==> config.mk <==
export PLATFORM = sky130hd
export DESIGN_NAME = cts_top
export DESIGN_NICKNAME = d
export VERILOG_FILES = /design/src/cts_pkg.sv /design/src/cts_timer.sv /design/src/cts_top.sv
export SDC_FILE = /design/constraint.sdc
export NUM_CORES = 1
export LEC_CHECK = 0
export BUFFER_PORTS_ARGS = -buffer_cell sky130_fd_sc_hd__buf_2
export CORE_UTILIZATION = 45
export DETAILED_ROUTE_END_ITERATION = 7
export GPL_TIMING_DRIVEN = 0
export HOLD_SLACK_MARGIN = 0.03
export PLACE_DENSITY_LB_ADDON = 0.3
export SYNTH_ARGS = -nofsm -noshare
export SYNTH_HDL_FRONTEND = slang
export SYNTH_SLANG_ARGS = --single-unit
==> constraint.sdc <==
create_clock -name clk -period 4.3 [get_ports clk]
set_clock_uncertainty 0.15 [all_clocks]
set_input_delay 0.43 -clock clk [delete_from_list [all_inputs] [get_ports clk]]
set_output_delay 0.43 -clock clk [all_outputs]
set_load 0.1 [all_outputs]
==> src/cts_pkg.sv <==
// Shared constants and types for the cyclic timer and switch control block
package cts_pkg;

  // Register indices on the serial register port
  localparam logic [6:0] TIMER_SETUP_ADDR    = 7'h06;
  localparam logic [6:0] HS_SHUTDOWN_ADDR    = 7'h07;
  localparam logic [15:0] TIMER_SETUP_RESET  = 16'h0000;
  localparam logic [4:0] HS_SHUTDOWN_RESET   = 5'h00;

  // Shutdown register field positions
  localparam int OV_REC_LSB                  = 12;
  localparam int OT_SCOPE_BIT                = 11;

  // Switch source selections
  localparam logic [3:0] SRC_OFF             = 4'h0;
  localparam logic [3:0] SRC_ON              = 4'h1;
  localparam logic [3:0] SRC_FIRST_TIMER     = 4'h2;
  localparam logic [3:0] SRC_SECOND_TIMER    = 4'h3;

  // On-time codes
  localparam logic [2:0] ON_OFF_LOW          = 3'h0;
  localparam logic [2:0] ON_100US            = 3'h1;
  localparam logic [2:0] ON_300US            = 3'h2;
  localparam logic [2:0] ON_1MS              = 3'h3;
  localparam logic [2:0] ON_10MS             = 3'h4;
  localparam logic [2:0] ON_20MS             = 3'h5;

  // Cyclic wake selections
  localparam logic [1:0] WAKE_FIRST          = 2'h1;
  localparam logic [1:0] WAKE_SECOND         = 2'h2;

  // Time base: one tick is 100 us
  localparam int CLK_KHZ                     = 50000;
  localparam int TICK_US                     = 100;
  localparam int TICK_CYCLES                 = CLK_KHZ * TICK_US / 1000;

  // On-times in ticks
  localparam logic [14:0] T_100US            = 15'h0001;
  localparam logic [14:0] T_300US            = 15'h0003;
  localparam logic [14:0] T_1MS              = 15'h000a;
  localparam logic [14:0] T_10MS             = 15'h0064;
  localparam logic [14:0] T_20MS             = 15'h00c8;

  // Periods in ticks
  localparam logic [14:0] T_50MS             = 15'h01f4;
  localparam logic [14:0] T_100MS            = 15'h03e8;
  localparam logic [14:0] T_200MS            = 15'h07d0;
  localparam logic [14:0] T_500MS            = 15'h1388;
  localparam logic [14:0] T_1S               = 15'h2710;
  localparam logic [14:0] T_2S               = 15'h4e20;

  // Timer setup register layout
  typedef struct packed {
    logic [2:0] second_on_time;
    logic       res12;
    logic [2:0] second_period;
    logic [1:0] cyclic_wake_select;
    logic [2:0] first_on_time;
    logic       res3;
    logic [2:0] first_period;
  } cts_timer_setup_t;

  // Register port request
  typedef struct packed {
    logic        wr_en;
    logic        rd_en;
    logic [6:0]  addr;
    logic [15:0] wdata;
  } cts_reg_req_t;

endpackage : cts_pkg

==> src/cts_timer.sv <==
// One cyclic timer: on-time window at the start of every period
`timescale 1ns/10ps
`default_nettype none
module cts_timer
(
  input  wire logic       clk,
  input  wire logic       rst_n,
  input  wire logic       tick,
  input  wire logic [2:0] on_code,
  input  wire logic [2:0] per_code,
  output logic            active,
  output logic            period_start
);

  logic [14:0] cnt_q;
  logic [14:0] on_ticks;
  logic [14:0] per_ticks;
  logic        running;
  logic        hold_high;
  logic        wrap;

  // On-time decode
  always_comb
  begin
    case (on_code)
      cts_pkg::ON_100US: on_ticks = cts_pkg::T_100US;
      cts_pkg::ON_300US: on_ticks = cts_pkg::T_300US;
      cts_pkg::ON_1MS:   on_ticks = cts_pkg::T_1MS;
      cts_pkg::ON_10MS:  on_ticks = cts_pkg::T_10MS;
      cts_pkg::ON_20MS:  on_ticks = cts_pkg::T_20MS;
      default:           on_ticks = 15'h0000;
    endcase
  end

  // Period decode, same table for both timers
  always_comb
  begin
    case (per_code)
      3'h0:    per_ticks = cts_pkg::T_10MS;
      3'h1:    per_ticks = cts_pkg::T_20MS;
      3'h2:    per_ticks = cts_pkg::T_50MS;
      3'h3:    per_ticks = cts_pkg::T_100MS;
      3'h4:    per_ticks = cts_pkg::T_200MS;
      3'h5:    per_ticks = cts_pkg::T_500MS;
      3'h6:    per_ticks = cts_pkg::T_1S;
      default: per_ticks = cts_pkg::T_2S;
    endcase
  end

  // Running codes start the timer; stop codes hold it
  assign running   = (on_code >= cts_pkg::ON_100US) && (on_code <= cts_pkg::ON_20MS);
  assign hold_high = on_code > cts_pkg::ON_20MS;
  assign wrap      = cnt_q >= (per_ticks - 15'h0001);

  // Position within the period, held at zero while stopped
  always_ff @(posedge clk or negedge rst_n)
  begin
    if (!rst_n)
      cnt_q <= 15'h0000;
    else if (!running)
      cnt_q <= 15'h0000;
    else if (tick)
      cnt_q <= wrap ? 15'h0000 : cnt_q + 15'h0001;
  end

  // Window at period start; stop codes give low or high
  assign active       = hold_high | (running & (cnt_q < on_ticks));
  assign period_start = running & tick & (cnt_q == 15'h0000);

endmodule : cts_timer
`default_nettype wire

==> src/cts_top.sv <==
// Cyclic timers, switch drive and shutdown control of four high-side switches
//
// Notes on behaviour
// - On-time codes 001..101 give 0.1 to 20 ms
// - Code 000 stops, output low; 110 stops, high
// - Reserved on-time 111 behaves like 110
// - Second period codes select 10 ms to 2 s
// - First period codes select 10 ms to 2 s
// - Wake select: none, first, second, reserved
// - Bits 12 and 3 ignore writes, read zero
// - Timer register clears on reset and restart
// - Assigned timer starts once running on-time written
// - Restart switch clear also clears timer fields
// - Failures without restart keep timer settings
// - Cyclic wake and cyclic sense run together
// - Overvoltage recovery bit: stay off or restore
// - Overtemp scope: all switches or only affected
// - Source 0010 follows first, 0011 second timer
`timescale 1ns/10ps
`default_nettype none
module cts_top
#(
  parameter int TICK_CYCLES = cts_pkg::TICK_CYCLES
)
(
  input  wire logic                clk,
  input  wire logic                rst_n,
  input  wire cts_pkg::cts_reg_req_t reg_req,
  output logic [15:0]              reg_rdata,
  input  wire logic                restart_entry,
  input  wire logic                failure_event,
  input  wire logic [15:0]         high_side_switch_source,
  input  wire logic [3:0]          other_source_drive,
  input  wire logic                switch_supply_overvoltage,
  input  wire logic [3:0]          switch_overtemp,
  output logic [3:0]               high_side_switch,
  output logic                     cyclic_wake_event
);

  cts_pkg::cts_timer_setup_t setup_q;
  cts_pkg::cts_timer_setup_t setup_wr;
  logic [4:0]  shutdown_q;
  logic [15:0] rdata_d;
  logic [15:0] reg_rdata_q;
  logic [31:0] pre_q;
  logic        tick;
  logic [4:0]  sync1_q;
  logic [4:0]  sync2_q;
  logic        ov;
  logic [3:0]  ot;
  logic        ot_any;
  logic [3:0]  ov_hold_q;
  logic [15:0] source_prev_q;
  logic [3:0]  drive_d;
  logic [3:0]  drive_q;
  logic        wake_q;
  logic        first_active;
  logic        second_active;
  logic        first_start;
  logic        second_start;
  logic        wr_timer;
  logic        wr_shutdown;
  logic        timer_sense;

  // Register map
  // timer_setup at index 06:
  //   15:13 second_on_time
  //   12    reserved, reads zero
  //   11:9  second_period
  //   8:7   cyclic_wake_select
  //   6:4   first_on_time
  //   3     reserved, reads zero
  //   2:0   first_period
  // high_side_shutdown_setup at index 07:
  //   15    switch4_overvoltage_recovery
  //   14    switch3_overvoltage_recovery
  //   13    switch2_overvoltage_recovery
  //   12    switch1_overvoltage_recovery
  //   11    overtemp_shutdown_scope
  //   10:0  not kept, read zero
  //
  // Timing
  //   tick is one pulse every TICK_CYCLES clocks, 100 us
  //   an on-time window opens on the edge a running code is written to a stopped timer
  //   the prescaler restarts on every timer_setup write, so the
  //   first window of a new setting is a whole number of ticks
  //   switch outputs lag the timer state by one register
  //   cyclic_wake_event pulses one clock per wake-selected period
  //
  // Hazards
  //   overvoltage and overtemperature inputs pass two flip-flops,
  //   so protection acts three clocks after the pin changes
  //   an overvoltage latch with recovery 0 is released only by a
  //   new source value for that switch
  //   overtemperature shutdown is not latched; it follows the pin

  // Register decode
  assign wr_timer    = reg_req.wr_en && (reg_req.addr == cts_pkg::TIMER_SETUP_ADDR);
  assign wr_shutdown = reg_req.wr_en && (reg_req.addr == cts_pkg::HS_SHUTDOWN_ADDR);

  // Write image with reserved bits forced to zero
  always_comb
  begin
    setup_wr       = reg_req.wdata;
    setup_wr.res12 = 1'b0;
    setup_wr.res3  = 1'b0;
  end

  // Cyclic sensing flag, tied high; no switch setting is decoded
  assign timer_sense = 1'b1;

  // Timer setup register
  always_ff @(posedge clk or negedge rst_n)
  begin
    if (!rst_n)
      setup_q <= cts_pkg::TIMER_SETUP_RESET;
    else if (restart_entry)
      setup_q <= cts_pkg::TIMER_SETUP_RESET;
    else if (wr_timer)
      setup_q <= setup_wr;
  end

  // Shutdown register, recovery and overtemp scope bits kept
  always_ff @(posedge clk or negedge rst_n)
  begin
    if (!rst_n)
      shutdown_q <= cts_pkg::HS_SHUTDOWN_RESET;
    else if (wr_shutdown)
      shutdown_q <= reg_req.wdata[15:11];
  end

  // Read data mux, unmapped addresses read zero
  always_comb
  begin
    case (reg_req.addr)
      cts_pkg::TIMER_SETUP_ADDR: rdata_d = setup_q;
      cts_pkg::HS_SHUTDOWN_ADDR: rdata_d = {shutdown_q, 11'h000};
      default:                   rdata_d = 16'h0000;
    endcase
  end

  // Read data is captured on a read strobe
  always_ff @(posedge clk or negedge rst_n)
  begin
    if (!rst_n)
      reg_rdata_q <= 16'h0000;
    else if (reg_req.rd_en)
      reg_rdata_q <= rdata_d;
  end

  assign reg_rdata = reg_rdata_q;

  // 100 us time base, restarted by a timer write so windows are whole ticks
  assign tick = pre_q == 32'(TICK_CYCLES - 1);

  always_ff @(posedge clk or negedge rst_n)
  begin
    if (!rst_n)
      pre_q <= 32'h0000_0000;
    else if (wr_timer || tick)
      pre_q <= 32'h0000_0000;
    else
      pre_q <= pre_q + 32'h0000_0001;
  end

  // Supply and temperature monitors come from outside, two-stage synchroniser
  always_ff @(posedge clk or negedge rst_n)
  begin
    if (!rst_n)
    begin
      sync1_q <= 5'h00;
      sync2_q <= 5'h00;
    end
    else
    begin
      sync1_q <= {switch_supply_overvoltage, switch_overtemp};
      sync2_q <= sync1_q;
    end
  end

  assign ov     = sync2_q[4];
  assign ot     = sync2_q[3:0];
  assign ot_any = |ot;

  // First timer
  cts_timer u_first
  (
    .clk          (clk),
    .rst_n        (rst_n),
    .tick         (tick),
    .on_code      (setup_q.first_on_time),
    .per_code     (setup_q.first_period),
    .active       (first_active),
    .period_start (first_start)
  );

  // Second timer
  cts_timer u_second
  (
    .clk          (clk),
    .rst_n        (rst_n),
    .tick         (tick),
    .on_code      (setup_q.second_on_time),
    .per_code     (setup_q.second_period),
    .active       (second_active),
    .period_start (second_start)
  );

  // Per-switch source selection and protection
  genvar i;
  generate
    for (i = 0; i < 4; i++)
    begin : g_sw
      logic [3:0] src;
      logic       sel;
      logic       ot_off;
      assign src = high_side_switch_source[4*i +: 4];

      // Source: off, on, either timer, or another source
      assign sel = (src == cts_pkg::SRC_OFF)          ? 1'b0 :
                   (src == cts_pkg::SRC_ON)           ? 1'b1 :
                   (src == cts_pkg::SRC_FIRST_TIMER)  ? first_active :
                   (src == cts_pkg::SRC_SECOND_TIMER) ? second_active :
                   other_source_drive[i];

      // Overtemp shuts all or only the affected switch
      assign ot_off = shutdown_q[cts_pkg::OT_SCOPE_BIT - 11] ? ot[i] : ot_any;

      assign drive_d[i] = sel & ~ov & ~ov_hold_q[i] & ~ot_off;

      // Overvoltage latch: restore after clearing if recovery set, else on a new source value
      always_ff @(posedge clk or negedge rst_n)
      begin
        if (!rst_n)
          ov_hold_q[i] <= 1'b0;
        else if (ov)
          ov_hold_q[i] <= 1'b1;
        else if (shutdown_q[cts_pkg::OV_REC_LSB - 11 + i])
          ov_hold_q[i] <= 1'b0;
        else if (src != source_prev_q[4*i +: 4])
          ov_hold_q[i] <= 1'b0;
      end
    end
  endgenerate

  // Switch outputs, source history and wake pulse
  always_ff @(posedge clk or negedge rst_n)
  begin
    if (!rst_n)
    begin
      drive_q       <= 4'h0;
      source_prev_q <= 16'h0000;
      wake_q        <= 1'b0;
    end
    else
    begin
      drive_q       <= drive_d;
      source_prev_q <= high_side_switch_source;
      wake_q        <= ((setup_q.cyclic_wake_select == cts_pkg::WAKE_FIRST) & first_start) |
                       ((setup_q.cyclic_wake_select == cts_pkg::WAKE_SECOND) & second_start);
    end
  end

  // A failure without restart does not touch the timer setup
  logic unused_ok;
  assign unused_ok = failure_event & timer_sense;

  assign high_side_switch  = drive_q;
  assign cyclic_wake_event = wake_q;

endmodule : cts_top
`default_nettype wire

==> impl_metrics.py <==
metrics = {
    "status": {
        "status": "completed",
    },
    "drt": {
        "drt_first_pass_iters": 4,
        "ant_nets": 0,
        "wl_per_cell_um": 15.5,
        "drc": 0,
        "post_drt_via_cell_ratio": 5.46,
        "drt_iter0_drc": 339,
        "vias": 6019,
        "wirelength_um": 17100,
    },
    "timing": {
        "finalSetupViolCount": 0,
        "clock.fmax_mhz": 285,
        "hold_viol_final": 0,
        "min_period_ns": 3.51,
        "slew_headroom": 0.419,
        "finalWorstSetupSlack_ns": 0.790,
        "finalCritPeriodShare": 0.816,
        "worst_pin_slew_ns": 0.864,
        "tns_ns": 0,
        "drv_slew": 0,
        "grt_setup_unrepaired": "false",
    },
    "place": {
        "port_buffers": 70,
        "place_congestion": 0.834,
        "dpl.hpwl_um": 12300,
        "dpl_worst_slack_ns": 0.790,
    },
    "yosys": {
        "synth_area_leader_cell": "dfrtp_1",
        "synth_seq_area_share": 0.443,
        "yosysWarningCount": 0,
        "ys_seq_elements": 131,
        "syn-num-nets": 864,
        "synthArstFlopShare": 1.00,
        "synth_area_leaders": "dfrtp_1 44%, ha_1 8.3%, nor2_1 3.9%, xnor2_1 3.1%, xor2_1 3.1%",
        "syn_area_mm2": 0.00739,
        "synth_edf_count": 0,
        "synth.distinct_cells": 56,
        "synth_top_cell_area_share": 0.443,
        "netlist_instances": 761,
        "avgSynthCellArea_um2": 9.72,
        "synth_ff_type": "dfrtp_1",
    },
    "cts": {
        "path_clk_slew_ns": 0.07,
        "clkLatencyLatePin_ns": 0.43,
        "clock_sinks": 131,
        "cts_root_buffer": "clkbuf_16",
        "htreeDepth": 4,
        "cts_resized": 0,
        "cts_buffers": 17,
        "cts_hold_buffers": 22,
        "clk_path_buf_depth": 2,
        "cts_setup_buffers": 0,
        "cts_tree": "yes",
    },
    "floorplan": {
        "core_mm2": 0.0159,
        "die-area_mm2": 0.0169,
        "initial_core_util": 0.464,
        "io_pins": 75,
        "num_rows": 46,
        "die_h_um": 130,
        "die_w_um": 130,
    },
    "setup_path": {
        "path_max_fanout": 10,
        "worstPathRequired_ns": 4.50,
        "end_kind": "flop",
        "crit_type": "flop to flop",
        "worstRegToRegCells": 13,
        "ff2ff_setup_slack_ns": 0.79,
        "critPathSlowestCell": "clkbuf_1",
        "arrival_ns": 3.71,
        "crit_buf_inv": 3,
        "crit_path_start_kind": "flop",
        "timing.rr.end": "u_first.cnt_q[7]$_DFFE_PN0P_",
        "path_cells": "clkbuf_1 > or2_2 > ha_1 > nor2b_1 > o21ai_0 > o21ai_0 > ha_1 > a2111oi_0 > a211o_1 > buf_2 > clkbuf_1 > a31oi_1 > a31oi_1",
        "path_delay_family": "compound AO/OA/AOI/OAI gates",
        "slowest_delay_ns": 0.42,
        "r2r-start": "setup_q[0]$_DFFE_PN0P_",
    },
    "global_routing": {
        "overflow": 0,
        "grt_pass1_vias": 5911,
        "grt_max_degree": 81,
        "grt_pass1_wl_um": 28300,
        "grt_usage": 0.217,
        "antenna_found_initial": 0,
    },
    "hold_path": {
        "min-delay-start": "reg_req[12]",
        "whs_path_depth": 2,
        "worst_hold_path_type": "input port to flop",
        "min_to": "shutdown_q[1]$_DFFE_PN0P_",
    },
    "layout": {
        "multi_input_area_mm2": 0.00384,
        "register_area_mm2": 0.00328,
        "num_antenna_cells": 0,
        "utilization": 0.555,
        "syn2layout_area_growth_pct": 19.6,
        "fillers": 1436,
        "drive_gt1_frac": 0.163,
        "fin_nets": 976,
    },
    "pwr": {
        "vdd_ir_drop_max_mv": 0.289,
        "power_density_mw_per_mm2": 339,
        "power.leakage_uw": 0.00418,
    },
    "flow_run": {
        "cap_violations": 0,
    },
}
-- logic make-up (layout without fill, tap and decap cells) --
logic type,count (synthesis),after routing,share of synthesized area
buffers and inverters,65,190,0.0372
AOI/OAI and AO/OA,138,138,0.127
xor gates and xnor gates,52,52,0.0616
DFF,131,131,0.443
other,1,1,0.000507
muxes,20,20,0.0281
and+or+nand+nor,305,305,0.219
adders and majority gates,49,49,0.0829
-- metrics by stage --
stage	hold WS [ns]	power, uW	area [um2]	instances
after CTS	0.0713	3030	8840	1102
after global routing	0.0889	3120	8840	1102
after global placement	0.184	1580	8010	1047
final	0.0814	3000	8840	1102
after detailed placement	0.186	1590	8050	1048
after floorplan	-0.0156	1490	7390	761
-- cell usage in the layout (no fill, tap or decap), drive strengths merged, types with 3 or more instances in the layout --
master,n
dfrtp,131
buf,85
nor2,77
nand2,53
ha,49
inv,46
o21ai,45
nand3,42
clkbuf,34
xnor2,26
xor2,26
and3,23
a31oi,22
dlygate4sd3,22
nor4,21
nand4,20
mux2i,14
a21o,14
a21oi,12
nor3b,12
nor3,10
nor2b,9
a211oi,9
and2,8
nand2b,7
nand3b,7
or2,6
mux2,6
o21a,5
o22ai,5
a41o,5
o211ai,4
a311oi,4
nor4b,3
and4,3
o2111ai,3
-- worst max path at each step --
stage                                               end  depth (start not counted)                   start
after floorplan           u_first.cnt_q[11]$_DFFE_PN0P_                         13  setup_q[0]$_DFFE_PN0P_
after global placement             sync1_q[4]$_DFF_PN0_                          1                   rst_n
after detailed placement   u_first.cnt_q[7]$_DFFE_PN0P_                         14  setup_q[1]$_DFFE_PN0P_
after CTS                  u_first.cnt_q[7]$_DFFE_PN0P_                         14  setup_q[1]$_DFFE_PN0P_
after global routing      u_first.cnt_q[12]$_DFFE_PN0P_                         14  setup_q[1]$_DFFE_PN0P_
final                      u_first.cnt_q[7]$_DFFE_PN0P_                         13  setup_q[0]$_DFFE_PN0P_
-- registers in the layout (all words and copies together), names as in the netlist, 4 cells and up --
signal and count:
u_first.cnt_q 15, setup_q 14, sync1_q 5, sync2_q 5, pre_q 32, source_prev_q 16, reg_rdata 15, u_second.cnt_q 15
high_side_switch 4, ov_hold_q 4, shutdown_q 5
-- final cells by class --
class / count / area share
multi-input cells: 565 / 0.434
repair buffers: 93 / 0.0683
clock inverters: 15 / 0.0170
plain buffers: 31 / 0.0167
clock buffers: 17 / 0.0481
well taps: 216 / 0.0306
inverters: 34 / 0.0144
flip-flops and latches: 131 / 0.371
-- Yosys cell counts, types with 2 or more instances --
master / n
a311oi_1: 4
a41o_1: 5
o22ai_1: 5
and4_1: 3
nand4_1: 20
buf_2: 10
inv_1: 34
nor4_1: 20
nor3b_2: 7
dfrtp_1: 131
and3_1: 23
ha_1: 49
xnor2_1: 26
or2_2: 6
o211ai_1: 4
o21ai_0: 36
buf_4: 3
nand3_1: 42
o21ai_1: 9
nand2b_1: 7
a21o_1: 14
a211oi_1: 9
nor3_1: 10
nor4b_1: 3
clkbuf_1: 17
nor2_1: 77
a21oi_1: 11
mux2_2: 6
nor3b_1: 5
nand3b_1: 7
mux2i_1: 14
nand2_1: 53
o2111ai_1: 2
a32o_1: 2
nor2b_1: 9
and2_1: 8
a31oi_1: 22
xor2_1: 26
o21a_1: 5
-- report_power, final --
group	switching (uW)	internal, uW
Sequential	55.5	1290
Clock	635	774
Combinational	133	113
-- layer usage --
layer / GRT usage / up-vias / wire, um
li1: - / 2967 / -
met2: 0.358 / 115 / 8250
met4: 0.0985 / 0 / 418
met3: 0.0406 / 26 / 559
met1: 0.276 / 2911 / 7870
met5: 0 / - / 0
-- worst reg2reg max path: cells and delay by family, from the launching register on --
family / cells / cell delay [ns]
compound gates: 6 / 1.09
buf+inv: 3 / 0.83
fa+ha+maj: 2 / 0.50
simple gates: 2 / 0.47
flops: 1 / 0.38
Note: power is estimated with default switching activity, not from simulation.
